<file path="config.mk">
export PLATFORM = sky130hd
export DESIGN_NAME = pam_phy_regs_flat
export DESIGN_NICKNAME = d
export VERILOG_FILES = /design/src/include/pam_pkg.sv /design/src/include/pam_if.sv /design/src/rtl/pam_phy_regs.sv /design/src/flat_wrapper.sv
export VERILOG_INCLUDE_DIRS = /design/src /design/src/include
export SDC_FILE = /design/constraint.sdc
export NUM_CORES = 1
export LEC_CHECK = 0
export BUFFER_PORTS_ARGS = -buffer_cell sky130_fd_sc_hd__buf_2
export CAP_MARGIN = 20
export CORE_MARGIN = 1.5
export CORE_UTILIZATION = 30
export DETAILED_ROUTE_END_ITERATION = 8
export PLACE_DENSITY = 0.54
export SYNTH_ARGS = -nofsm -noshare
export SYNTH_HDL_FRONTEND = slang
export SYNTH_SLANG_ARGS = --single-unit
</file>
<file path="constraint.sdc">
create_clock -name sys_clk_i -period 1.6 [get_ports sys_clk_i]
set_clock_uncertainty 0.2 [all_clocks]
set_input_delay 0.08 -clock sys_clk_i [delete_from_list [all_inputs] [get_ports sys_clk_i]]
set_output_delay 0.08 -clock sys_clk_i [all_outputs]
set_load 0.05 [all_outputs]
</file>
<file path="src/include/pam_map.svh">
// register offsets, field positions, reset values and counts of the autoneg management slice
// assumes inclusion by bare name from both ends, the checker and the bench
`ifndef PAM_MAP_SVH
`define PAM_MAP_SVH
// device register offsets on the management port
`define PAM_ADDR_PARTNER 5'h05
`define PAM_ADDR_EXPANSION 5'h06
`define PAM_ADDR_LOCAL_NP 5'h07
`define PAM_ADDR_PARTNER_NP 5'h08
`define PAM_ADDR_PREAMBLE 5'h14
`define PAM_ADDR_SYMERR 5'h15
`define PAM_ADDR_INT 5'h1B
// field positions
`define PAM_NP_MORE 15
`define PAM_NP_ACK 14
`define PAM_NP_MSG_PAGE 13
`define PAM_NP_ACK2 12
`define PAM_NP_TOGGLE 11
`define PAM_PRE_RESTORE_100 7
`define PAM_PRE_RESTORE_10 6
`define PAM_INT_EN_LSB 12
`define PAM_INT_ST_LSB 4
// reset values
`define PAM_SELECTOR_RST 5'h01
`define PAM_MSG_FIELD_RST 11'h001
`define PAM_PRE_LOW_RST 6'h01
`define PAM_STRAP_RESTORE 3'h4
// preamble bytes removed per mode
`define PAM_DROP_100 3'h1
`define PAM_DROP_10 3'h7
// strap sampler settle count
`define PAM_STRAP_SETTLE 2'h3
// controller register offsets on the software port
`define PAM_HOST_CMD 2'h0
`define PAM_HOST_WDATA 2'h1
`define PAM_HOST_RDATA 2'h2
`define PAM_HOST_STATUS 2'h3
`define PAM_HOST_CMD_WR 8
`endif

</file>
<file path="src/include/pam_pkg.sv">
// shared types of the autoneg management slice
// assumes nothing beyond a SystemVerilog compiler
`default_nettype none
package pam_pkg;
  typedef logic [4:0] pam_addr_t;
  typedef logic [15:0] pam_word_t;
  typedef enum logic [1:0] {ST_IDLE, ST_REQ, ST_WAIT} pam_sta_state_t;
endpackage : pam_pkg
`default_nettype wire

</file>
<file path="src/include/pam_if.sv">
// management access link between the station controller and the phy register slice
// assumes both ends run on one clock; no tri-state, data is point to point
`timescale 1ns/100ps
`default_nettype none
interface pam_if;
  logic mgmt_req;
  logic mgmt_we;
  pam_pkg::pam_addr_t mgmt_addr;
  pam_pkg::pam_word_t mgmt_wdata;
  pam_pkg::pam_word_t mgmt_rdata;
  logic mgmt_ack;
  logic phy_irq;
  modport phy (input mgmt_req, input mgmt_we, input mgmt_addr, input mgmt_wdata,
               output mgmt_rdata, output mgmt_ack, output phy_irq);
  modport sta (output mgmt_req, output mgmt_we, output mgmt_addr, output mgmt_wdata,
               input mgmt_rdata, input mgmt_ack, input phy_irq);
endinterface : pam_if
`default_nettype wire

</file>
<file path="src/rtl/pam_phy_regs.sv">
// phy end: partner ability, expansion, next page, preamble, error counter and interrupt registers
// assumes status events are one-cycle pulses on sys_clk_i and the strap pins are static after reset
`timescale 1ns/100ps
`default_nettype none
`include "pam_map.svh"
// Summary of operation
// - read-only partner speed and duplex ability bits
// - partner selector field, resets to 00001
// - parallel detect fault latched high flag
// - local next page able always one
// - page received latched high flag
// - partner next page and autoneg able bits
// - writable more-pages and message page bits
// - software writes comply bit, resets zero
// - local toggle flips per sent page
// - writable 11-bit message code, reset 001
// - partner next page control bits read-only
// - 100M restore keeps preamble, else drop one
// - 100M restore resets from strap value 100
// - 16-bit symbol error frame counter
// - four writable interrupt enable bits
// - sticky self-clearing interrupt status bits
module pam_phy_regs (
  // clock and reset
  input wire logic sys_clk_i,
  input wire logic arst_n_i,
  // management link
  pam_if.phy link,
  // partner base page abilities from negotiation logic
  input wire logic [2:0] partner_abil_i,
  input wire logic [4:0] partner_sel_i,
  input wire logic partner_np_able_i,
  input wire logic partner_an_able_i,
  // negotiation events
  input wire logic pd_fault_i,
  input wire logic page_rx_i,
  input wire logic [15:0] partner_np_i,
  input wire logic np_sent_i,
  input wire logic jabber_i,
  input wire logic rx_err_i,
  input wire logic sym_err_frame_i,
  // strap pins
  input wire logic [2:0] strap_cfg_i,
  // local next page word to the negotiation logic
  output logic [15:0] local_np_o,
  // receive byte path toward the mac
  input wire logic speed_100_i,
  input wire logic rx_valid_i,
  input wire logic rx_start_i,
  input wire logic [7:0] rx_data_i,
  output logic mac_valid_o,
  output logic [7:0] mac_data_o
);
  import pam_pkg::*;

  // address match on the current request
  function automatic logic hit(input pam_addr_t a, input pam_addr_t target);
    hit = (a == target);
  endfunction : hit
  logic wr, rd, partner_np_able_ff, partner_an_able_ff, pd_fault_lh_ff, page_rx_lh_ff, np_more_ff, msg_page_ff;
  logic ack2_ff, toggle_ff, restore_100_ff, restore_10_ff, strap_done_ff, ack_ff, mac_valid_ff;
  logic [1:0] strap_cnt_ff;
  logic [2:0] partner_abil_ff, strap_s1_ff, strap_s2_ff, strap_s3_ff, drop_n, pre_idx, pre_idx_ff;
  logic [3:0] int_en_ff, int_st_ff, int_ev;
  logic [4:0] partner_sel_ff;
  logic [7:0] mac_data_ff;
  logic [10:0] msg_field_ff;
  pam_word_t partner_np_ff, sym_cnt_ff, nxt_rdata, rdata_ff;
  // request decode; a request is either a read or a write, never both
  assign wr = link.mgmt_req && link.mgmt_we;
  assign rd = link.mgmt_req && !link.mgmt_we;
  // partner base page and capability snapshots
  always_ff @(posedge sys_clk_i or negedge arst_n_i)
  begin
    if (!arst_n_i)
    begin
      partner_abil_ff <= 3'h0;
      partner_sel_ff <= `PAM_SELECTOR_RST;
      partner_np_able_ff <= 1'b0;
      partner_an_able_ff <= 1'b0;
    end
    else
    begin
      partner_abil_ff <= partner_abil_i;
      partner_sel_ff <= partner_sel_i;
      partner_np_able_ff <= partner_np_able_i;
      partner_an_able_ff <= partner_an_able_i;
    end
  end
  // latched-high flags; an event in the read cycle survives the read
  always_ff @(posedge sys_clk_i or negedge arst_n_i)
  begin
    if (!arst_n_i)
    begin
      pd_fault_lh_ff <= 1'b0;
      page_rx_lh_ff <= 1'b0;
    end
    else
    begin
      pd_fault_lh_ff <= pd_fault_i | (pd_fault_lh_ff & ~(rd & hit(link.mgmt_addr, `PAM_ADDR_EXPANSION)));
      page_rx_lh_ff <= page_rx_i | (page_rx_lh_ff & ~(rd & hit(link.mgmt_addr, `PAM_ADDR_EXPANSION)));
    end
  end
  // local next page fields written by software
  always_ff @(posedge sys_clk_i or negedge arst_n_i)
  begin
    if (!arst_n_i)
    begin
      np_more_ff <= 1'b0;
      msg_page_ff <= 1'b1;
      ack2_ff <= 1'b0;
      msg_field_ff <= `PAM_MSG_FIELD_RST;
    end
    else if (wr && hit(link.mgmt_addr, `PAM_ADDR_LOCAL_NP))
    begin
      np_more_ff <= link.mgmt_wdata[`PAM_NP_MORE];
      msg_page_ff <= link.mgmt_wdata[`PAM_NP_MSG_PAGE];
      ack2_ff <= link.mgmt_wdata[`PAM_NP_ACK2];
      msg_field_ff <= link.mgmt_wdata[10:0];
    end
  end
  // toggle flips after each transmitted page so the next word alternates
  always_ff @(posedge sys_clk_i or negedge arst_n_i)
  begin
    if (!arst_n_i)
      toggle_ff <= 1'b0;
    else if (np_sent_i)
      toggle_ff <= ~toggle_ff;
  end
  // received partner next page, taken whole when a page lands
  always_ff @(posedge sys_clk_i or negedge arst_n_i)
  begin
    if (!arst_n_i)
      partner_np_ff <= 16'h0000;
    else if (page_rx_i)
      partner_np_ff <= partner_np_i;
  end
  // strap sampler; config counts once stages two and three agree after settling
  always_ff @(posedge sys_clk_i or negedge arst_n_i)
  begin
    if (!arst_n_i)
    begin
      strap_s1_ff <= 3'h0;
      strap_s2_ff <= 3'h0;
      strap_s3_ff <= 3'h0;
      strap_cnt_ff <= 2'h0;
      strap_done_ff <= 1'b0;
    end
    else
    begin
      strap_s1_ff <= strap_cfg_i;
      strap_s2_ff <= strap_s1_ff;
      strap_s3_ff <= strap_s2_ff;
      if (strap_cnt_ff != `PAM_STRAP_SETTLE)
        strap_cnt_ff <= strap_cnt_ff + 2'h1;
      else if (strap_s2_ff == strap_s3_ff)
        strap_done_ff <= 1'b1;
    end
  end
  // preamble restore controls
  always_ff @(posedge sys_clk_i or negedge arst_n_i)
  begin
    if (!arst_n_i)
    begin
      restore_100_ff <= 1'b0;
      restore_10_ff <= 1'b0;
    end
    else
    begin
      if (!strap_done_ff && strap_cnt_ff == `PAM_STRAP_SETTLE && strap_s2_ff == strap_s3_ff)
        restore_100_ff <= (strap_s3_ff == `PAM_STRAP_RESTORE);
      else if (wr && hit(link.mgmt_addr, `PAM_ADDR_PREAMBLE))
        restore_100_ff <= link.mgmt_wdata[`PAM_PRE_RESTORE_100];
      if (wr && hit(link.mgmt_addr, `PAM_ADDR_PREAMBLE))
        restore_10_ff <= link.mgmt_wdata[`PAM_PRE_RESTORE_10];
    end
  end
  // symbol error frame counter; a hit in the read cycle counts as one
  always_ff @(posedge sys_clk_i or negedge arst_n_i)
  begin
    if (!arst_n_i)
      sym_cnt_ff <= 16'h0000;
    else if (rd && hit(link.mgmt_addr, `PAM_ADDR_SYMERR))
      sym_cnt_ff <= {15'h0000, sym_err_frame_i};
    else if (sym_err_frame_i && sym_cnt_ff != 16'hFFFF)
      sym_cnt_ff <= sym_cnt_ff + 16'h0001;
  end

  // interrupt enables and sticky status, ordered jabber, rx error, page, fault
  assign int_ev = {jabber_i, rx_err_i, page_rx_i, pd_fault_i};
  always_ff @(posedge sys_clk_i or negedge arst_n_i)
  begin
    if (!arst_n_i)
    begin
      int_en_ff <= 4'h0;
      int_st_ff <= 4'h0;
    end
    else
    begin
      if (wr && hit(link.mgmt_addr, `PAM_ADDR_INT))
        int_en_ff <= link.mgmt_wdata[`PAM_INT_EN_LSB +: 4];
      int_st_ff <= int_ev | (int_st_ff & ~{4{rd & hit(link.mgmt_addr, `PAM_ADDR_INT)}});
    end
  end

  // read mux; unmapped offsets read zero
  always_comb
  begin
    nxt_rdata = 16'h0000;
    case (link.mgmt_addr)
      `PAM_ADDR_PARTNER: nxt_rdata = {8'h00, partner_abil_ff, partner_sel_ff};
      `PAM_ADDR_EXPANSION: nxt_rdata = {11'h000, pd_fault_lh_ff, partner_np_able_ff, 1'b1, page_rx_lh_ff,
                                        partner_an_able_ff};
      `PAM_ADDR_LOCAL_NP: nxt_rdata = local_np_o;
      `PAM_ADDR_PARTNER_NP: nxt_rdata = partner_np_ff;
      `PAM_ADDR_PREAMBLE: nxt_rdata = {8'h00, restore_100_ff, restore_10_ff, `PAM_PRE_LOW_RST};
      `PAM_ADDR_SYMERR: nxt_rdata = sym_cnt_ff;
      `PAM_ADDR_INT: nxt_rdata = {int_en_ff, 4'h0, int_st_ff, 4'h0};
      default: nxt_rdata = 16'h0000;
    endcase
  end

  // answer one cycle after each request; read data only with the ack
  always_ff @(posedge sys_clk_i or negedge arst_n_i)
  begin
    if (!arst_n_i)
    begin
      rdata_ff <= 16'h0000;
      ack_ff <= 1'b0;
    end
    else
    begin
      ack_ff <= link.mgmt_req;
      rdata_ff <= rd ? nxt_rdata : 16'h0000;
    end
  end

  // preamble filter: bytes ahead of index drop_n are withheld from the mac
  assign drop_n = speed_100_i ? (restore_100_ff ? 3'h0 : `PAM_DROP_100)
                              : (restore_10_ff ? 3'h0 : `PAM_DROP_10);
  assign pre_idx = rx_start_i ? 3'h0 : pre_idx_ff;
  always_ff @(posedge sys_clk_i or negedge arst_n_i)
  begin
    if (!arst_n_i)
    begin
      pre_idx_ff <= 3'h0;
      mac_valid_ff <= 1'b0;
      mac_data_ff <= 8'h00;
    end
    else
    begin
      mac_valid_ff <= rx_valid_i && (pre_idx >= drop_n);
      if (rx_valid_i)
      begin
        mac_data_ff <= rx_data_i;
        pre_idx_ff <= (pre_idx == 3'h7) ? 3'h7 : pre_idx + 3'h1; // saturate so long frames stay open
      end
    end
  end
  // outputs straight from flops; the interrupt line is only a gate of flops
  assign local_np_o = {np_more_ff, 1'b0, msg_page_ff, ack2_ff, toggle_ff, msg_field_ff};
  assign link.mgmt_rdata = rdata_ff;
  assign link.mgmt_ack = ack_ff;
  assign link.phy_irq = |(int_en_ff & int_st_ff);
  assign mac_valid_o = mac_valid_ff;
  assign mac_data_o = mac_data_ff;
endmodule : pam_phy_regs
`default_nettype wire

</file>
<file path="src/flat_wrapper.sv">
// flat-port wrapper written by rule: the top's interface ports become plain ports
module pam_phy_regs_flat import pam_pkg::*;
  (sys_clk_i, arst_n_i, partner_abil_i, partner_sel_i, partner_np_able_i, partner_an_able_i, pd_fault_i, page_rx_i, partner_np_i, np_sent_i, jabber_i, rx_err_i, sym_err_frame_i, strap_cfg_i, local_np_o, speed_100_i, rx_valid_i, rx_start_i, rx_data_i, mac_valid_o, mac_data_o, link_mgmt_req, link_mgmt_we, link_mgmt_addr, link_mgmt_wdata, link_mgmt_rdata, link_mgmt_ack, link_phy_irq);
  pam_if link_i ();
  input wire logic sys_clk_i;
  input wire logic arst_n_i;
  input wire logic [2:0] partner_abil_i;
  input wire logic [4:0] partner_sel_i;
  input wire logic partner_np_able_i;
  input wire logic partner_an_able_i;
  input wire logic pd_fault_i;
  input wire logic page_rx_i;
  input wire logic [15:0] partner_np_i;
  input wire logic np_sent_i;
  input wire logic jabber_i;
  input wire logic rx_err_i;
  input wire logic sym_err_frame_i;
  input wire logic [2:0] strap_cfg_i;
  output logic [15:0] local_np_o;
  input wire logic speed_100_i;
  input wire logic rx_valid_i;
  input wire logic rx_start_i;
  input wire logic [7:0] rx_data_i;
  output logic mac_valid_o;
  output logic [7:0] mac_data_o;
  input wire logic [$bits(link_i.mgmt_req)-1:0] link_mgmt_req;
  input wire logic [$bits(link_i.mgmt_we)-1:0] link_mgmt_we;
  input wire logic [$bits(link_i.mgmt_addr)-1:0] link_mgmt_addr;
  input wire logic [$bits(link_i.mgmt_wdata)-1:0] link_mgmt_wdata;
  output wire logic [$bits(link_i.mgmt_rdata)-1:0] link_mgmt_rdata;
  output wire logic [$bits(link_i.mgmt_ack)-1:0] link_mgmt_ack;
  output wire logic [$bits(link_i.phy_irq)-1:0] link_phy_irq;
  assign link_i.mgmt_req = link_mgmt_req;
  assign link_i.mgmt_we = link_mgmt_we;
  assign link_i.mgmt_addr = link_mgmt_addr;
  assign link_i.mgmt_wdata = link_mgmt_wdata;
  assign link_mgmt_rdata = link_i.mgmt_rdata;
  assign link_mgmt_ack = link_i.mgmt_ack;
  assign link_phy_irq = link_i.phy_irq;
  pam_phy_regs u_core (.sys_clk_i(sys_clk_i), .arst_n_i(arst_n_i), .link(link_i), .partner_abil_i(partner_abil_i), .partner_sel_i(partner_sel_i), .partner_np_able_i(partner_np_able_i), .partner_an_able_i(partner_an_able_i), .pd_fault_i(pd_fault_i), .page_rx_i(page_rx_i), .partner_np_i(partner_np_i), .np_sent_i(np_sent_i), .jabber_i(jabber_i), .rx_err_i(rx_err_i), .sym_err_frame_i(sym_err_frame_i), .strap_cfg_i(strap_cfg_i), .local_np_o(local_np_o), .speed_100_i(speed_100_i), .rx_valid_i(rx_valid_i), .rx_start_i(rx_start_i), .rx_data_i(rx_data_i), .mac_valid_o(mac_valid_o), .mac_data_o(mac_data_o));
endmodule
</file>
* Word-level counts from Yosys, hierarchy flattened
Cells that the tools add are included.
** Operators by class
- Multiply operators :: 0
- Bitwise gates (word level) :: 13
- Reductions and logical operators :: 16
- Add/sub/neg operators :: 3
- Muxes and demuxes :: 11
- Shift-type cells :: 0
- Divide/modulo/power cells :: 0
- $lt $le $gt $ge :: 1
- Equal/unequal tests :: 13
** Operator list (number)
- $pmux W16 S7 :: 1
- $mux W16 :: 3
- $add A16 B1 Y16 const B :: 1
- $ne A16 B16 Y1 const B :: 1
- $eq A5 B3 Y1 const B :: 3
- $eq A5 B5 Y1 const B :: 3
- $mux W3 :: 4
- $logic_and A1 B1 Y1 :: 10
- $and A4 B4 Y4 :: 2
- $eq A3 B3 Y1 const B :: 2
- $eq A5 B4 Y1 const B :: 1
- $and A1 B1 Y1 :: 4
- $not A4 Y4 :: 1
- $or A4 B4 Y4 :: 1
- $reduce_bool A2 Y1 :: 2
- $reduce_or A4 Y1 :: 1
- $add A3 B1 Y3 const B :: 1
- $eq A3 B3 Y1 :: 1
- $ge A3 B3 Y1 :: 1
- $mux W1 :: 3
- $not A1 Y1 :: 3
- $add A2 B1 Y2 const B :: 1
- $eq A2 B2 Y1 const B :: 1
- $logic_not A1 Y1 :: 2
- 3 further kinds :: 4
** Word-level totals
- Word-level logic and storage cells :: 84
- Bits in writable memories :: 0
- Bits in latches :: 0
- Memories kept :: 0
- ROM bits :: 0
- Bits of input ports :: 71
- Bits in registers :: 110

* Longest topological paths before layout
Gate-level depths: netlist of the first run.
- Depth in word-level cells :: 6
- Mapped depth :: 7

* Least setup slack after synthesis of the first run
Ideal clock, no wire load.
- Kind :: register to register
- Start point :: reg u_core.sym_cnt_ff[0]
- End point :: reg u_core.sym_cnt_ff[6]
- Library setup time :: 77 ps
- Clock period less this slack :: 1716 ps
- Setup slack :: -116 ps
- Cell stages (with the launch flop) :: 7
- Arrival :: 1438 ps
- Cells stage by stage :: dfrtp_1 -> ha_1 -> nand4_1 -> nor4_4 -> buf_4 -> or3_1 -> a21oi_1
** Between the ends
- Cells in the longest elaborated chain, start to end :: 3
- Elaborated cells between the ends (all ways) :: 6
- Those cells by class :: 1 x add/sub; 1 x eq/ne; 2 x mux; 2 x reduce/logical
** Ends and longest elaborated chain
- start: declaration :: line pam_phy_regs.sv:68 : pam_word_t partner_np_ff, sym_cnt_ff, nxt_rdata, rdata_ff;
- start signal: assignment :: line pam_phy_regs.sv:184 : sym_cnt_ff <= {15'h0000, sym_err_frame_i};
- start signal: assignment :: line pam_phy_regs.sv:186 : sym_cnt_ff <= sym_cnt_ff + 16'h0001;
- $add A16 B1 Y16 or $ne A16 B16 Y1 (tied branches) :: line pam_phy_regs.sv:186, pam_phy_regs.sv:185
- $mux W16 or $logic_and A1 B1 Y1 (tied branches) :: line pam_phy_regs.sv:185 : else if (sym_err_frame_i && sym_cnt_ff != 16'hFFFF)
- $mux W16 or $reduce_bool A2 Y1 (tied branches)
Parallel ways exist; a longest one is shown, timed or not. The select of a mux whose other input is x is not followed.
A chain may end at the register's enable or synchronous reset.

* Worst setup path after layout of the first run
- Start point :: reg u_core.sym_cnt_ff[1]
- End point :: reg u_core.sym_cnt_ff[0]
** Between the ends
- Cells in the longest elaborated chain, start to end :: 3
** Ends and longest elaborated chain (line)
- $ne A16 B16 Y1 :: pam_phy_regs.sv:185
- $logic_and A1 B1 Y1 :: pam_phy_regs.sv:185
- $reduce_bool A2 Y1 (no source line)
Every way passes these cells.

==> results.md, run 1 <==
Flow run:
- Across the run, the number of max-cap violations was 0.

Worst setup path:
- Along the worst path, the maximum fanout reaches 7.
- The worst setup path is launched from a register.
- The end of the worst register-to-register path is u_core.sym_cnt_ff[0].
- In this run the critical register-to-register path is launched from u_core.sym_cnt_ff[1].
- The slack of the worst reg-to-reg path is -0.12 ns.
- The critical path is of the reg -> reg type.
- The worst endpoint data arrival time is 1.75 ns.
- The critical path endpoint category is a register.
- For the worst flop-to-flop path, the logic depth is 6.
- STA puts the critical path data required time at 1.63 ns.

Route:
- The post-detailed-route wirelength per cell is 16.3 um.
- In the routed design, unresolved DRC markers number 0.
- The first detailed-routing pass ran for 5 iterations.
- The count of nets left with antenna violations once routing finished came out at 0.
- The detailed router placed approximately 4k vias in this run.
- In this run, the number of DRC markers left after iteration 0 of detailed routing was 213.
- The total wire length after detailed routing is roughly 13 mm.
- After detailed routing, the number of vias per cell comes to 4.77.

Clocking:
- The clock reaches the later pin of the worst-skew pair after 0.36 ns.
- The total clock buffers created by CTS is 9.
- TritonCTS built the clock tree.
- CTS saw 110 sinks.
- The clock root buffer master is sky130_fd_sc_hd__clkbuf_16.
- Clock-pin slew was measured on the worst setup and hold paths at 0.07 ns.
- The buffer depth of the longest clock path is 2.
- CTS built an H-tree with a depth of 3.

Floorplanning:
- The initial core utilization is 30.7%.
- The total number of placement rows is 46.
- The floorplan step set the die width to 130 um.
- During I/O placement, the number of pins put on the boundary was 114.
- The core area is 15,900 um^2.
- Measured along the y axis, the die boundary spans 130 um.
- The die covers between 15,000 and 20,000 um^2.

STA:
- In the final timing run, aggregate negative setup slack is -1.14 ns.
- The final count of pins violating max slew is 0.
- The worst-case setup margin in the final layout is -0.123 ns.
- Setup repair after global routing could not meet its margin everywhere.
- The minimum period implied by the final worst setup slack is 1.72 ns.
- The number of endpoints failing setup at the final stage is 14.
- In the finished design, the share of the clock period the worst path needs comes to 108%.
- The final hold violation count is 1.
- Based on the critical path, the design can be clocked at up to approximately 580 MHz.
- The tightest hold path in the finished design has a slack of -0.0276 ns.

Pwr:
- VDD sags by at most about 0.0006 V.
- The power per unit of standard cell area is 1020 nW/um^2.
- Summed over all cells, the static leakage comes to about 3.3 nW.

Layout:
- Of the cells placed in the final design, the portion with a size suffix greater than 1 is 45.8%.
- 0 antenna diodes ended up in the layout.
- The number of nets in the layout is slightly below 700.
- The finished layout holds 821 standard cells, fillers aside.
- The signed area change from the synthesized netlist to the final layout is 47.9%.
- With fillers left out, the area of the finished cells amounts to 7210 um^2.

Synthesis:
- The cell taking the most area after synthesis is sky130_fd_sc_hd__dfrtp_1.
- Ranked by total cell area, the synthesized netlist is headed by sky130_fd_sc_hd__dfrtp_1, sky130_fd_sc_hd__mux2_2, sky130_fd_sc_hd__a22oi_1.
- Yosys instantiated no cell more often than sky130_fd_sc_hd__dfrtp_1.
- The synthesized area divided by synthesized cell count is 13.0 um^2.
- By count the netlist is led by sky130_fd_sc_hd__dfrtp_1, sky130_fd_sc_hd__mux2_2, sky130_fd_sc_hd__a22oi_1.
- The share of flip-flops with an asynchronous set or reset is 100%.
- Among all flip-flop cells after synthesis, the most frequent one is sky130_fd_sc_hd__dfrtp_1.
- The number of different library cells in the post-synthesis netlist is 69.
- The number of warning messages in the yosys log is 0.
- In this run, synthesis produced a sequential element count of 110.
- The count of mapped cells out of synthesis is between 300 and 400.
- In this run the biggest area consumer among cell types represents 54.9% of the synthesized area.
- The synthesized design contains 0 enable-type register cells.
- When the netlist entered floorplanning its net count stood at 453.
- The synthesized cell area is 4870 um^2.
- The share of synthesized area occupied by flip-flops and latches is 56.5%.

GRT:
- The first-pass GRT wire length is between 20 and 25 mm.
- The initial antenna violation count is 0.
- The via count of the first global-routing pass is 4,159.
- Summed over all layers, the global routing overflow is 0.
- In the global route stage, overall resource usage came out at 16.8%.
- The largest net degree at the start of global routing is 68.

Placed design:
- The cell total after placement is 736.
- The post-DP HPWL is approximately 9.4 mm.
- Summing all placed instances gives a cell area of 6050 um^2.
- The congestion estimate from routability-driven global placement came to 0.814.
- The placement-stage worst setup slack is -0.122 ns.
- Buffers placed on the I/O ports in this run total 111.

Status:
- The flow ran to the end, but the final reports show violations.
- The checks that failed: hold timing, setup timing.

Hold path:
- The hold path startpoint is rx_start_i.
- The worst hold path belongs to the class in -> reg.
- For hold timing, the worst endpoint is u_core.pre_idx_ff[0].
- The worst hold path was traced through 5 stages.
-- through the flow --
stage / hold slack (ns) / util (%) / power [W]
after floorplan: -0.416 / - / 0.00401
after global placement: -0.108 / 38.1 / 0.00452
after detailed placement: -0.108 / 38.1 / 0.00455
after CTS: -0.0134 / 44.8 / 0.00737
after global routing: 0.0107 / 45.4 / 0.00767
final: -0.0276 / 45.4 / 0.00735
-- cell usage in the layout (no fill, tap or decap), types with 3 or more instances in the layout --
cell and instances:
sky130_fd_sc_hd__nand3_2 3, sky130_fd_sc_hd__nor4_4 3, sky130_fd_sc_hd__ha_1 5, sky130_fd_sc_hd__bufinv_16 3, sky130_fd_sc_hd__inv_1 3, sky130_fd_sc_hd__o21ai_0 5, sky130_fd_sc_hd__or3_4 3, sky130_fd_sc_hd__or3_1 5
sky130_fd_sc_hd__a222oi_1 7, sky130_fd_sc_hd__a21oi_2 4, sky130_fd_sc_hd__dfrtp_1 107, sky130_fd_sc_hd__nor2_1 12, sky130_fd_sc_hd__a21o_1 7, sky130_fd_sc_hd__buf_4 51, sky130_fd_sc_hd__dfstp_2 3, sky130_fd_sc_hd__buf_12 8
sky130_fd_sc_hd__dlygate4sd3_1 64, sky130_fd_sc_hd__buf_2 109, sky130_fd_sc_hd__nor2b_1 4, sky130_fd_sc_hd__o21ai_1 4, sky130_fd_sc_hd__a21oi_1 16, sky130_fd_sc_hd__nand2b_1 3, sky130_fd_sc_hd__mux2i_1 3, sky130_fd_sc_hd__xnor2_1 4
sky130_fd_sc_hd__clkbuf_16 9, sky130_fd_sc_hd__nand3_1 3, sky130_fd_sc_hd__nand4_1 6, sky130_fd_sc_hd__mux2_2 43, sky130_fd_sc_hd__a22oi_1 22, sky130_fd_sc_hd__a31oi_1 9, sky130_fd_sc_hd__nand2_1 17
-- worst max-delay path by stage --
stage	startpoint	endpoint	slack, ns	cells past startpoint
2_1_floorplan	u_core.sym_cnt_ff[0]	u_core.sym_cnt_ff[6]	-0.02	6
3_3_place_gp	u_core.sym_cnt_ff[1]	u_core.sym_cnt_ff[14]	-0.09	5
3_5_place_dp	u_core.sym_cnt_ff[1]	u_core.sym_cnt_ff[14]	-0.12	5
4_1_cts	u_core.sym_cnt_ff[0]	u_core.sym_cnt_ff[8]	-0.09	5
5_1_grt	u_core.sym_cnt_ff[1]	u_core.sym_cnt_ff[0]	-0.21	6
6_report	u_core.sym_cnt_ff[1]	u_core.sym_cnt_ff[0]	-0.12	6
-- final cells by class --
| type | instances | area [um^2] |
|---|---|---|
| well taps | 216 | 270 |
| clock buffers | 10 | 239 |
| flip-flops and latches | 110 | 2760 |
| multi-input cells | 241 | 2060 |
| repair buffers | 234 | 1750 |
| fillers | 1492 | 8680 |
| inverters | 4 | 15.0 |
| clock inverters | 6 | 115 |
-- registers in the layout, summed over array words and instances (netlist names), 2 cells and up --
signal	count
u_core.strap_cnt_ff	2
u_core.strap_s1_ff	3
u_core.int_st_ff	4
u_core.sym_cnt_ff	16
u_core.partner_abil_ff	3
u_core.partner_sel_ff	5
u_core.mac_data_o	8
u_core.link.mgmt_rdata	16
u_core.strap_s3_ff	3
u_core.int_en_ff	4
u_core.msg_field_ff	11
u_core.partner_np_ff	16
u_core.pre_idx_ff	3
u_core.strap_s2_ff	3
-- where the power goes --
group	internal, W	switching (W)	leakage, nW
clock	0.00159	0.00105	0.175
combinational	0.000664	0.000817	1.74
sequential	0.00303	0.000197	1.35
total	0.00528	0.00207	3.26
-- kinds of logic (layout without fill, tap and decap cells) --
| group | count (synthesis) | count (layout) | share of synthesized area, % |
|---|---|---|---|
| DFF | 110 | 110 | 56.5 |
| and+or+nand+nor | 93 | 93 | 13.6 |
| AOI/OAI and AO/OA | 89 | 89 | 13.0 |
| muxes | 47 | 47 | 10.8 |
| buffers and inverters | 25 | 254 | 3.62 |
| adders and majority gates | 6 | 6 | 1.54 |
| xor gates and xnor gates | 5 | 5 | 0.898 |
| other | 1 | 1 | 0.0769 |
-- per-layer routing --
| layer | vias up | track usage, % | routed length (um) |
|---|---|---|---|
| li1 | 1857 | - | - |
| met1 | 1942 | 21.0 | 5890 |
| met2 | 96 | 29.0 | 6800 |
| met3 | 18 | 3.42 | 476 |
| met4 | 0 | 5.62 | 254 |
| met5 | - | 0 | 0 |
-- repair_timing --
| item | CTS | global route |
|---|---|---|
| gates resized for setup | 14 | 22 |
| hold buffers | 64 | 0 |
| pin swaps | 16 | 8 |
| setup endpoints to repair | 17 | 18 |
| hold endpoints to repair | 182 | 0 |
| setup buffers | 3 | 2 |
-- critical path, cell delays in order (launching register included) --
cell                       delay [ns]
sky130_fd_sc_hd__dfrtp_1         0.41
sky130_fd_sc_hd__ha_4            0.18
sky130_fd_sc_hd__nand4_1         0.12
sky130_fd_sc_hd__nor4_4          0.29
sky130_fd_sc_hd__buf_4           0.20
sky130_fd_sc_hd__buf_4           0.11
sky130_fd_sc_hd__o311ai_2        0.07
Power figures use the tool's default switching activity.
==> run 2: changes to the inputs <==
--- a/config.mk
+++ b/config.mk
@@ -12,5 +12,5 @@
 export CORE_UTILIZATION = 30
 export DETAILED_ROUTE_END_ITERATION = 8
-export PLACE_DENSITY = 0.54
+export PLACE_DENSITY = 0.59
 export SYNTH_ARGS = -nofsm -noshare
 export SYNTH_HDL_FRONTEND = slang
--- a/constraint.sdc
+++ b/constraint.sdc
@@ -3,3 +3,3 @@
 set_input_delay 0.08 -clock sys_clk_i [delete_from_list [all_inputs] [get_ports sys_clk_i]]
 set_output_delay 0.08 -clock sys_clk_i [all_outputs]
-set_load 0.05 [all_outputs]
+set_load 0.005 [all_outputs]
==> run 2 against run 1 <==
  * The flow finishes with violations (setup timing)
  * Via count decreased by 0.82%
  * Count of clock-buffer cells in the layout increased by 2
  * Worst hold slack improved by 0.047 ns
  * Combinational power decreased by 22%
  * Final cell count decreased by 0.73%
  * Global-route usage decreased by 0.50 points
  * Wire length decreased by 2.7%
  * Sequential cell count unchanged
  * Critical path depth unchanged
  * Clock power decreased by 15%
  * Final area decreased by 1.4%
  * Sequential share of layout area increased by 0.55 points
  * Critical path type unchanged
  * Largest power group unchanged
  * Highest routed layer unchanged
==> results.md, run 2 (synthesized netlist as in run 1, its figures left out) <==
STA:
- Setup slack on the critical path of the routed design comes to -0.104 ns.
- The achievable clock frequency is 587 MHz.
- The tightest hold path in the finished design has a slack of 0.0199 ns.
- The final count of pins violating max slew is 0.
- Setup violations remaining at the end of the flow were counted as 14.
- Dividing the final minimum period by the clock period gives 107%.
- After layout, the minimum clock period comes to around 1.7 ns.
- The final hold violation count is 0.
- Setup repair after global routing could not meet its margin everywhere.

Pwr:
- The net switching power of the design is 0.00167 W.
- In this run the static leakage power is roughly 3.2 nW.
- Per report_power, the combinational group accounts for 17.4% of the total.
- The share of total power dissipated in the clock network is 33.9%.
- The completed layout was analyzed and its total power is 0.00663 W.
- The peak ir drop on the vdd network is around 0.00060 V.
- For this design the ratio of total power to cell area is 932 nW/um^2.
- The sequential share of power is 48.7%.
- The switching part of the total power is 25.2%.
- Internal power comes to between 0.004 and 0.005 W.

GRT:
- The via count of the first global-routing pass is 4,164.
- For this run the aggregate overflow at the end of global routing stands at 0.
- The initial antenna violation count came to 0.
- Global routing consumed, over all layers together, 16.3% of the routing resources.
- Entering global routing, the biggest net connects 72 pins.
- The first-pass GRT wire length is 21.1 mm.

Clocking:
- The clock root buffer master is sky130_fd_sc_hd__clkbuf_16.
- After clock tree synthesis, the clock-pin slew on the worst setup and hold paths is roughly 0.07 ns.
- The clock tree from TritonCTS is built.
- For the worst-skew pair, the clock arrives at the later sink with an insertion delay of 0.35 ns.
- The buffer depth of the longest clock path is 2.
- The clock sink count is 110.
- Buffers inserted during clock tree synthesis total 9.
- The number of H-tree levels is 3.

Layout:
- Leaving out fill and tap cells, the most frequent cell in the layout is sky130_fd_sc_hd__buf_2.
- The signed area change from the synthesized netlist to the final layout is 45.8%.
- The top cell types in the final layout, fill and taps aside, are sky130_fd_sc_hd__buf_2, sky130_fd_sc_hd__dfrtp_1, sky130_fd_sc_hd__dlygate4sd3_1, sky130_fd_sc_hd__mux2_2, sky130_fd_sc_hd__buf_4.
- The final antenna diode count is 0.
- The number of nets in the layout is 671.
- Of the cells placed in the final design, the portion with a size suffix greater than 1 is roughly 45%.

Worst setup path:
- STA classifies the critical path endpoint as a register.
- The class of the most critical setup path is reg -> reg.
- At the worst endpoint, the required time is 1.68 ns.
- In this run the worst path has a maximum fanout of 6.
- The worst setup path is launched from a register.
- Data arrives at the worst endpoint at 1.78 ns.

Floorplanning:
- The die is 130 um tall.
- roughly 110 I/O pins were placed.
- The floorplan step defined a die boundary enclosing between 15,000 and 20,000 um^2.
- Once the floorplan was initialized, standard cells occupied between 30% and 40% of the core.
- In this run the core area contains 46 standard-cell rows.
- The floorplan step set the die width to roughly 130 um.
- The core area is 15,900 um^2.

Placed design:
- The final estimated routing congestion in global placement is just over 0.8.
- The post-DP HPWL is around 9.0 mm.
- The number of port buffers is 111.

Route:
- For this run, the detailed router's first-pass iteration total came to 5.
- The detailed router placed 3,881 vias in this run.
- The post-detailed-route wirelength per cell is 16.0 um.
- The number of remaining DRC errors is 0.
- The count of nets left with antenna violations once routing finished came out at 0.
- The number of design-rule violations left by the first detailed-router iteration is 204.
- The detail-routed via count per cell is around 4.8.
- The total wire length after detailed routing is around 13 mm.

Status:
- The final reports fail on setup timing.
- The flow ran to the end, but the final reports show violations.

Hold path:
- The type of the most critical hold path is in -> reg.

Flow run:
- The tool flagged a number of max-cap violations equal to 0.
run 2: cell types whose count changed in the layout (fill, tap and decap cells not counted), moves of 2 or more:
cell / previous run / this run
sky130_fd_sc_hd__nor3_2: 1 / 3
sky130_fd_sc_hd__clkbuf_1: 0 / 2
sky130_fd_sc_hd__bufinv_16: 3 / 1
sky130_fd_sc_hd__o21ai_0: 5 / 8
sky130_fd_sc_hd__buf_4: 51 / 43
sky130_fd_sc_hd__o21ai_1: 4 / 2
run 2: critical path, cell delays in order (launching register included):
cell,delay [ns]
sky130_fd_sc_hd__dfrtp_1,0.42
sky130_fd_sc_hd__ha_4,0.20
sky130_fd_sc_hd__nand4_1,0.11
sky130_fd_sc_hd__nor4_4,0.06
sky130_fd_sc_hd__buf_4,0.16
sky130_fd_sc_hd__or3_1,0.36
sky130_fd_sc_hd__a21oi_2,0.13
run 2: what timing repair did:
| action | CTS | global route |
|---|---|---|
| gates resized for setup | 23 | 8 |
| cloned | 0 | 0 |
| pin swaps | 23 | 2 |
| setup endpoints to repair | 17 | 18 |
| setup buffers | 3 | 3 |
| hold buffers | 64 | 0 |
| endpoints found under the hold margin | 179 | 0 |
run 2: final timing paths:
check,from,end,slack [ns],cells past startpoint
setup / recovery,u_core.sym_cnt_ff[0],u_core.sym_cnt_ff[4],-0.10,6
max in group asynchronous,arst_n_i,u_core.msg_page_ff,0.76,3
hold reg to reg,u_core.strap_s1_ff[1],u_core.strap_s2_ff[1],0.15,0
hold / removal,page_rx_i,u_core.page_rx_lh_ff,0.02,2
min in group asynchronous,arst_n_i,u_core.link.mgmt_rdata[0],0.05,3
setup reg to reg,u_core.sym_cnt_ff[0],u_core.sym_cnt_ff[4],-0.10,6
run 2: stage by stage:
stage               cell area, um^2  worst slack, ns  cells  TNS [ns]  utilization, %
floorplan                      4880          -0.0245    376   -0.0666               -
global placement               6000          -0.0937    729    -0.523            37.8
finish                         7110           -0.104    815    -0.890            44.7
detailed placement             6000           -0.129    729     -1.17            37.8
CTS                            7050          -0.0998    812     -1.02            44.4
global route                   7110           -0.154    815     -1.83            44.7
run 2: metal layers:
metal	GRT usage [%]	vias to the layer above	wire length, um
li1	-	1841	-
met1	20.3	1935	5650
met2	27.9	89	6730
met3	3.42	16	467
met4	6.01	0	225
met5	0	-	0
run 2: area by class of cell:
class | instances | area (um^2)
multi-input combinational | 241 | 2060
clock buffer | 12 | 246
inverter | 4 | 15.0
clock inverter | 4 | 47.5
timing repair buffer | 228 | 1710
tap | 216 | 270
fill | 1482 | 8780
sequential | 110 | 2760
run 2: power by group through the flow:
stage	logic, W	registers, W	clock network, W
6_report	0.00115	0.00323	0.00225
5_1_grt	0.00128	0.00326	0.00242
4_1_cts	0.00112	0.00322	0.00233
3_5_place_dp	0.000921	0.00326	0
3_3_place_gp	0.000894	0.00325	0
2_1_floorplan	0.000435	0.00324	0
==> run 3: changes to the inputs <==
- CORE_UTILIZATION: 30 -> 35
- PLACE_DENSITY: 0.59 -> 0.66
==> run 3 against run 2 <==
  * Wire length increased by 1.9%
  * Largest power group unchanged
  * The flow finishes with violations (hold timing, setup timing)
  * Highest routed layer unchanged
  * Combinational power about the same
  * Power increased by 0.94%
  * Sequential cell count unchanged
  * Global-route usage increased by 2.5 points
  * Critical endpoint is now u_core.sym_cnt_ff[9]
  * Via count increased by 2.8%
  * Sequential share of layout area decreased by 0.17 points
  * Clock power increased by 2%
  * Worst hold slack got worse by 0.066 ns
  * Final area increased by 0.49%
  * Critical path depth decreased by 2
  * Critical path type unchanged
  * First-iteration DRC count increased by 21%
==> results.md, run 3 (synthesized netlist as in run 1, its figures left out) <==
Placed design:
- The cell total after placement is 697.
- After legalization and detailed placement, the total HPWL measured 8.98 mm.
- Routability-driven placement finished with a final weighted congestion of slightly above 0.8.
- The number of port buffers is 111.

Layout:
- The final antenna diode count is 0.
- Compared with the post-synthesis result, the final layout area differs by 46.5%.
- The filler cells instantiated in the layout total 1,109.
- The end-of-flow core utilization is 53.3%.
- The net count of the finished layout is slightly below 700.
- The share of final-layout standard cells stronger than drive strength 1 is 45.2%.
- The finished layout holds slightly below 800 standard cells, fillers aside.
- The top cell types in the final layout, fill and taps aside, are sky130_fd_sc_hd__buf_2, sky130_fd_sc_hd__dfrtp_1, sky130_fd_sc_hd__dlygate4sd3_1, sky130_fd_sc_hd__buf_4, sky130_fd_sc_hd__mux2_2.
- The most frequent standard cell in the layout excluding fill and tap cells is sky130_fd_sc_hd__buf_2.

GRT:
- The global-route total usage across every layer is 18.8%.
- The via count of the first global-routing pass came to 4,240.
- The most heavily used metal layer in global routing is met2.
- The first global-routing pass estimated approximately 21 mm of wire.
- The initial antenna violation count is 0.
- Global routing consumed, on the met2 layer, about 33% of the routing resources.
- Global routing finished with a remaining overflow of 0.
- The routing usage on met3 is 3.95%.
- Entering global routing, the biggest net connects 49 pins.
- The global-route met1 utilization is between 20% and 30%.

Pwr:
- The switching part of the total power is 26.2%.
- Across the VDD grid, the largest voltage drop is 0.000773 V.
- The internal power of the cells totals 0.00494 W.
- The static leakage is 3.23 nW.
- The clock share of power is 34.4%.
- The part of the total power dissipated in combinational logic is 17.3%.
- The analysis attributes to net switching a power of 0.00175 W.
- The power per unit of standard cell area is 936 nW/um^2.
- The sequential share of power is 48.3%.

Route:
- In the routed layout, each cell is associated on average with a via count of about 5.1.
- The routed layout has ~4k vias.
- The total wire length after detailed routing is 13.3 mm.
- The detail route stage leaves a number of antenna-violating nets equal to 0.
- The number of remaining DRC errors is 0.
- The first detailed-routing pass took 5 iterations.
- In this run, the number of DRC markers left after iteration 0 of detailed routing was 246.
- After detailed routing, the average wire length per cell comes to 16.9 um.

STA:
- The tightest hold path in the finished design has a slack of -0.0466 ns.
- The final count of pins violating max slew is 0.
- Summed over all failing endpoints, the final setup total negative slack is -1.10 ns.
- The tightest slew margin relative to the limit is between 60% and 70%.
- In the finished design, the share of the clock period the worst path needs comes to 112%.
- The routed design could run at a clock period as short as 1.80 ns.
- The achievable clock frequency is 556 MHz.
- The slew of the pin with the lowest slew margin is 0.546 ns.
- The number of endpoints failing setup at the final stage is 15.
- The final hold violation count is 2.
- Setup repair after global routing could not meet its margin everywhere.
- Once routing completed, OpenROAD measured the worst setup slack at -0.197 ns.

Worst setup path:
- The biggest fanout along the worst timing path is 5.
- Across all register-to-register paths, the minimum setup slack is -0.20 ns.
- The data required time at the worst endpoint is 1.62 ns.
- The class of the most critical setup path is reg -> reg.
- Counting cells, the worst reg-to-reg path comes to 4.
- STA classifies the critical path startpoint as a register.
- The critical path endpoint category is a register.
- The worst endpoint data arrival time is 1.82 ns.

Clocking:
- Counting every sink on the clock net gives 110.
- The worst-skew pair later-pin latency is 0.35 ns.
- The clock tree synthesis step divided the H-tree into 3 levels.
- TritonCTS built the clock tree.
- Clock-pin slew was measured on the worst setup and hold paths at approximately 0.080 ns.
- The buffer depth of the longest clock path is 2.
- TritonCTS created 9 clock buffers.
- The hold-fix buffer count after cts is 70.
- CTS placed an instance of sky130_fd_sc_hd__clkbuf_16 at the clock tree root.

Floorplanning:
- The floorplan step defined a die boundary enclosing 14,600 um^2.
- After floorplanning, the core was divided into 42 placement rows.
- The core area is 13,400 um^2.
- The height of the die is 121 um.
- The initial core utilization is 36.4%.
- The number of ports placed on the die boundary is 114.
- The horizontal extent of the die is about 120 um.

Status:
- The checks that failed: hold timing, setup timing.
- The run finished, with violations left.

Hold path:
- The type of the most critical hold path is in -> reg.
- The hold path depth is 4.

Flow run:
- The number of max-capacitance violations reported is 0.
[run 3: timing repair]
| item | 4_1_cts | 5_1_grt |
|---|---|---|
| gates cloned | 0 | 0 |
| buffers inserted | 2 | 2 |
| gates resized for setup | 14 | 17 |
| hold endpoints to repair | 181 | 2 |
| pin swaps | 13 | 7 |
| endpoints found under the setup margin | 16 | 21 |
[run 3: final cells by class]
| type | instances | area [um^2] | area share (%) |
|---|---|---|---|
| Clock buffer | 9 | 225 | 3.15 |
| Clock inverter | 7 | 82.6 | 1.16 |
| Inverter | 4 | 15.0 | 0.210 |
| Multi-Input combinational cell | 241 | 2060 | 28.8 |
| Sequential cell | 110 | 2760 | 38.6 |
| Tap cell | 176 | 220 | 3.08 |
| Timing Repair Buffer | 239 | 1790 | 25.0 |
[run 3: per-stage QoR]
step	total power [W]	cell area (um^2)	setup WS [ns]	hold WS, ns
after floorplan	0.00368	4880	-0.0245	-0.416
after global placement	0.00417	6000	-0.0681	-0.199
after detailed placement	0.00421	6000	-0.136	-0.197
after CTS	0.00670	7080	-0.0943	0.0110
after global routing	0.00702	7140	-0.211	-0.0284
final	0.00669	7140	-0.197	-0.0466
[run 3: path summary, 6_finish.rpt]
path,startpoint,to
setup / recovery,u_core.sym_cnt_ff[9],u_core.sym_cnt_ff[9]
hold / removal,link_mgmt_we,u_core.link.mgmt_rdata[7]
setup reg to reg,u_core.sym_cnt_ff[9],u_core.sym_cnt_ff[9]
hold reg to reg,u_core.strap_s1_ff[1],u_core.strap_s2_ff[1]
max in group asynchronous,arst_n_i,u_core.msg_page_ff
min in group asynchronous,arst_n_i,u_core.page_rx_lh_ff
[run 3: per-layer routing]
metal	share of wire [%]	routed length, um
met5	0	0
met4	2.2	294
met3	4.1	549
met2	52	6940
met1	42	5530
[run 3: power by group through the flow]
| stage | combinational [W] | clock (W) | sequential (W) |
|---|---|---|---|
| 2_1_floorplan | 0.000435 | 0 | 0.00324 |
| 3_3_place_gp | 0.000915 | 0 | 0.00326 |
| 3_5_place_dp | 0.000941 | 0 | 0.00327 |
| 4_1_cts | 0.00112 | 0.00236 | 0.00322 |
| 5_1_grt | 0.00128 | 0.00248 | 0.00326 |
| 6_report | 0.00116 | 0.00230 | 0.00323 |
[run 3: critical path, cell delays in order, from the launching register on]
cell and delay [ns]:
sky130_fd_sc_hd__dfrtp_1 0.41, sky130_fd_sc_hd__nand4_4 0.18, sky130_fd_sc_hd__nor4_4 0.58, sky130_fd_sc_hd__or4_1 0.22, sky130_fd_sc_hd__a21oi_1 0.08
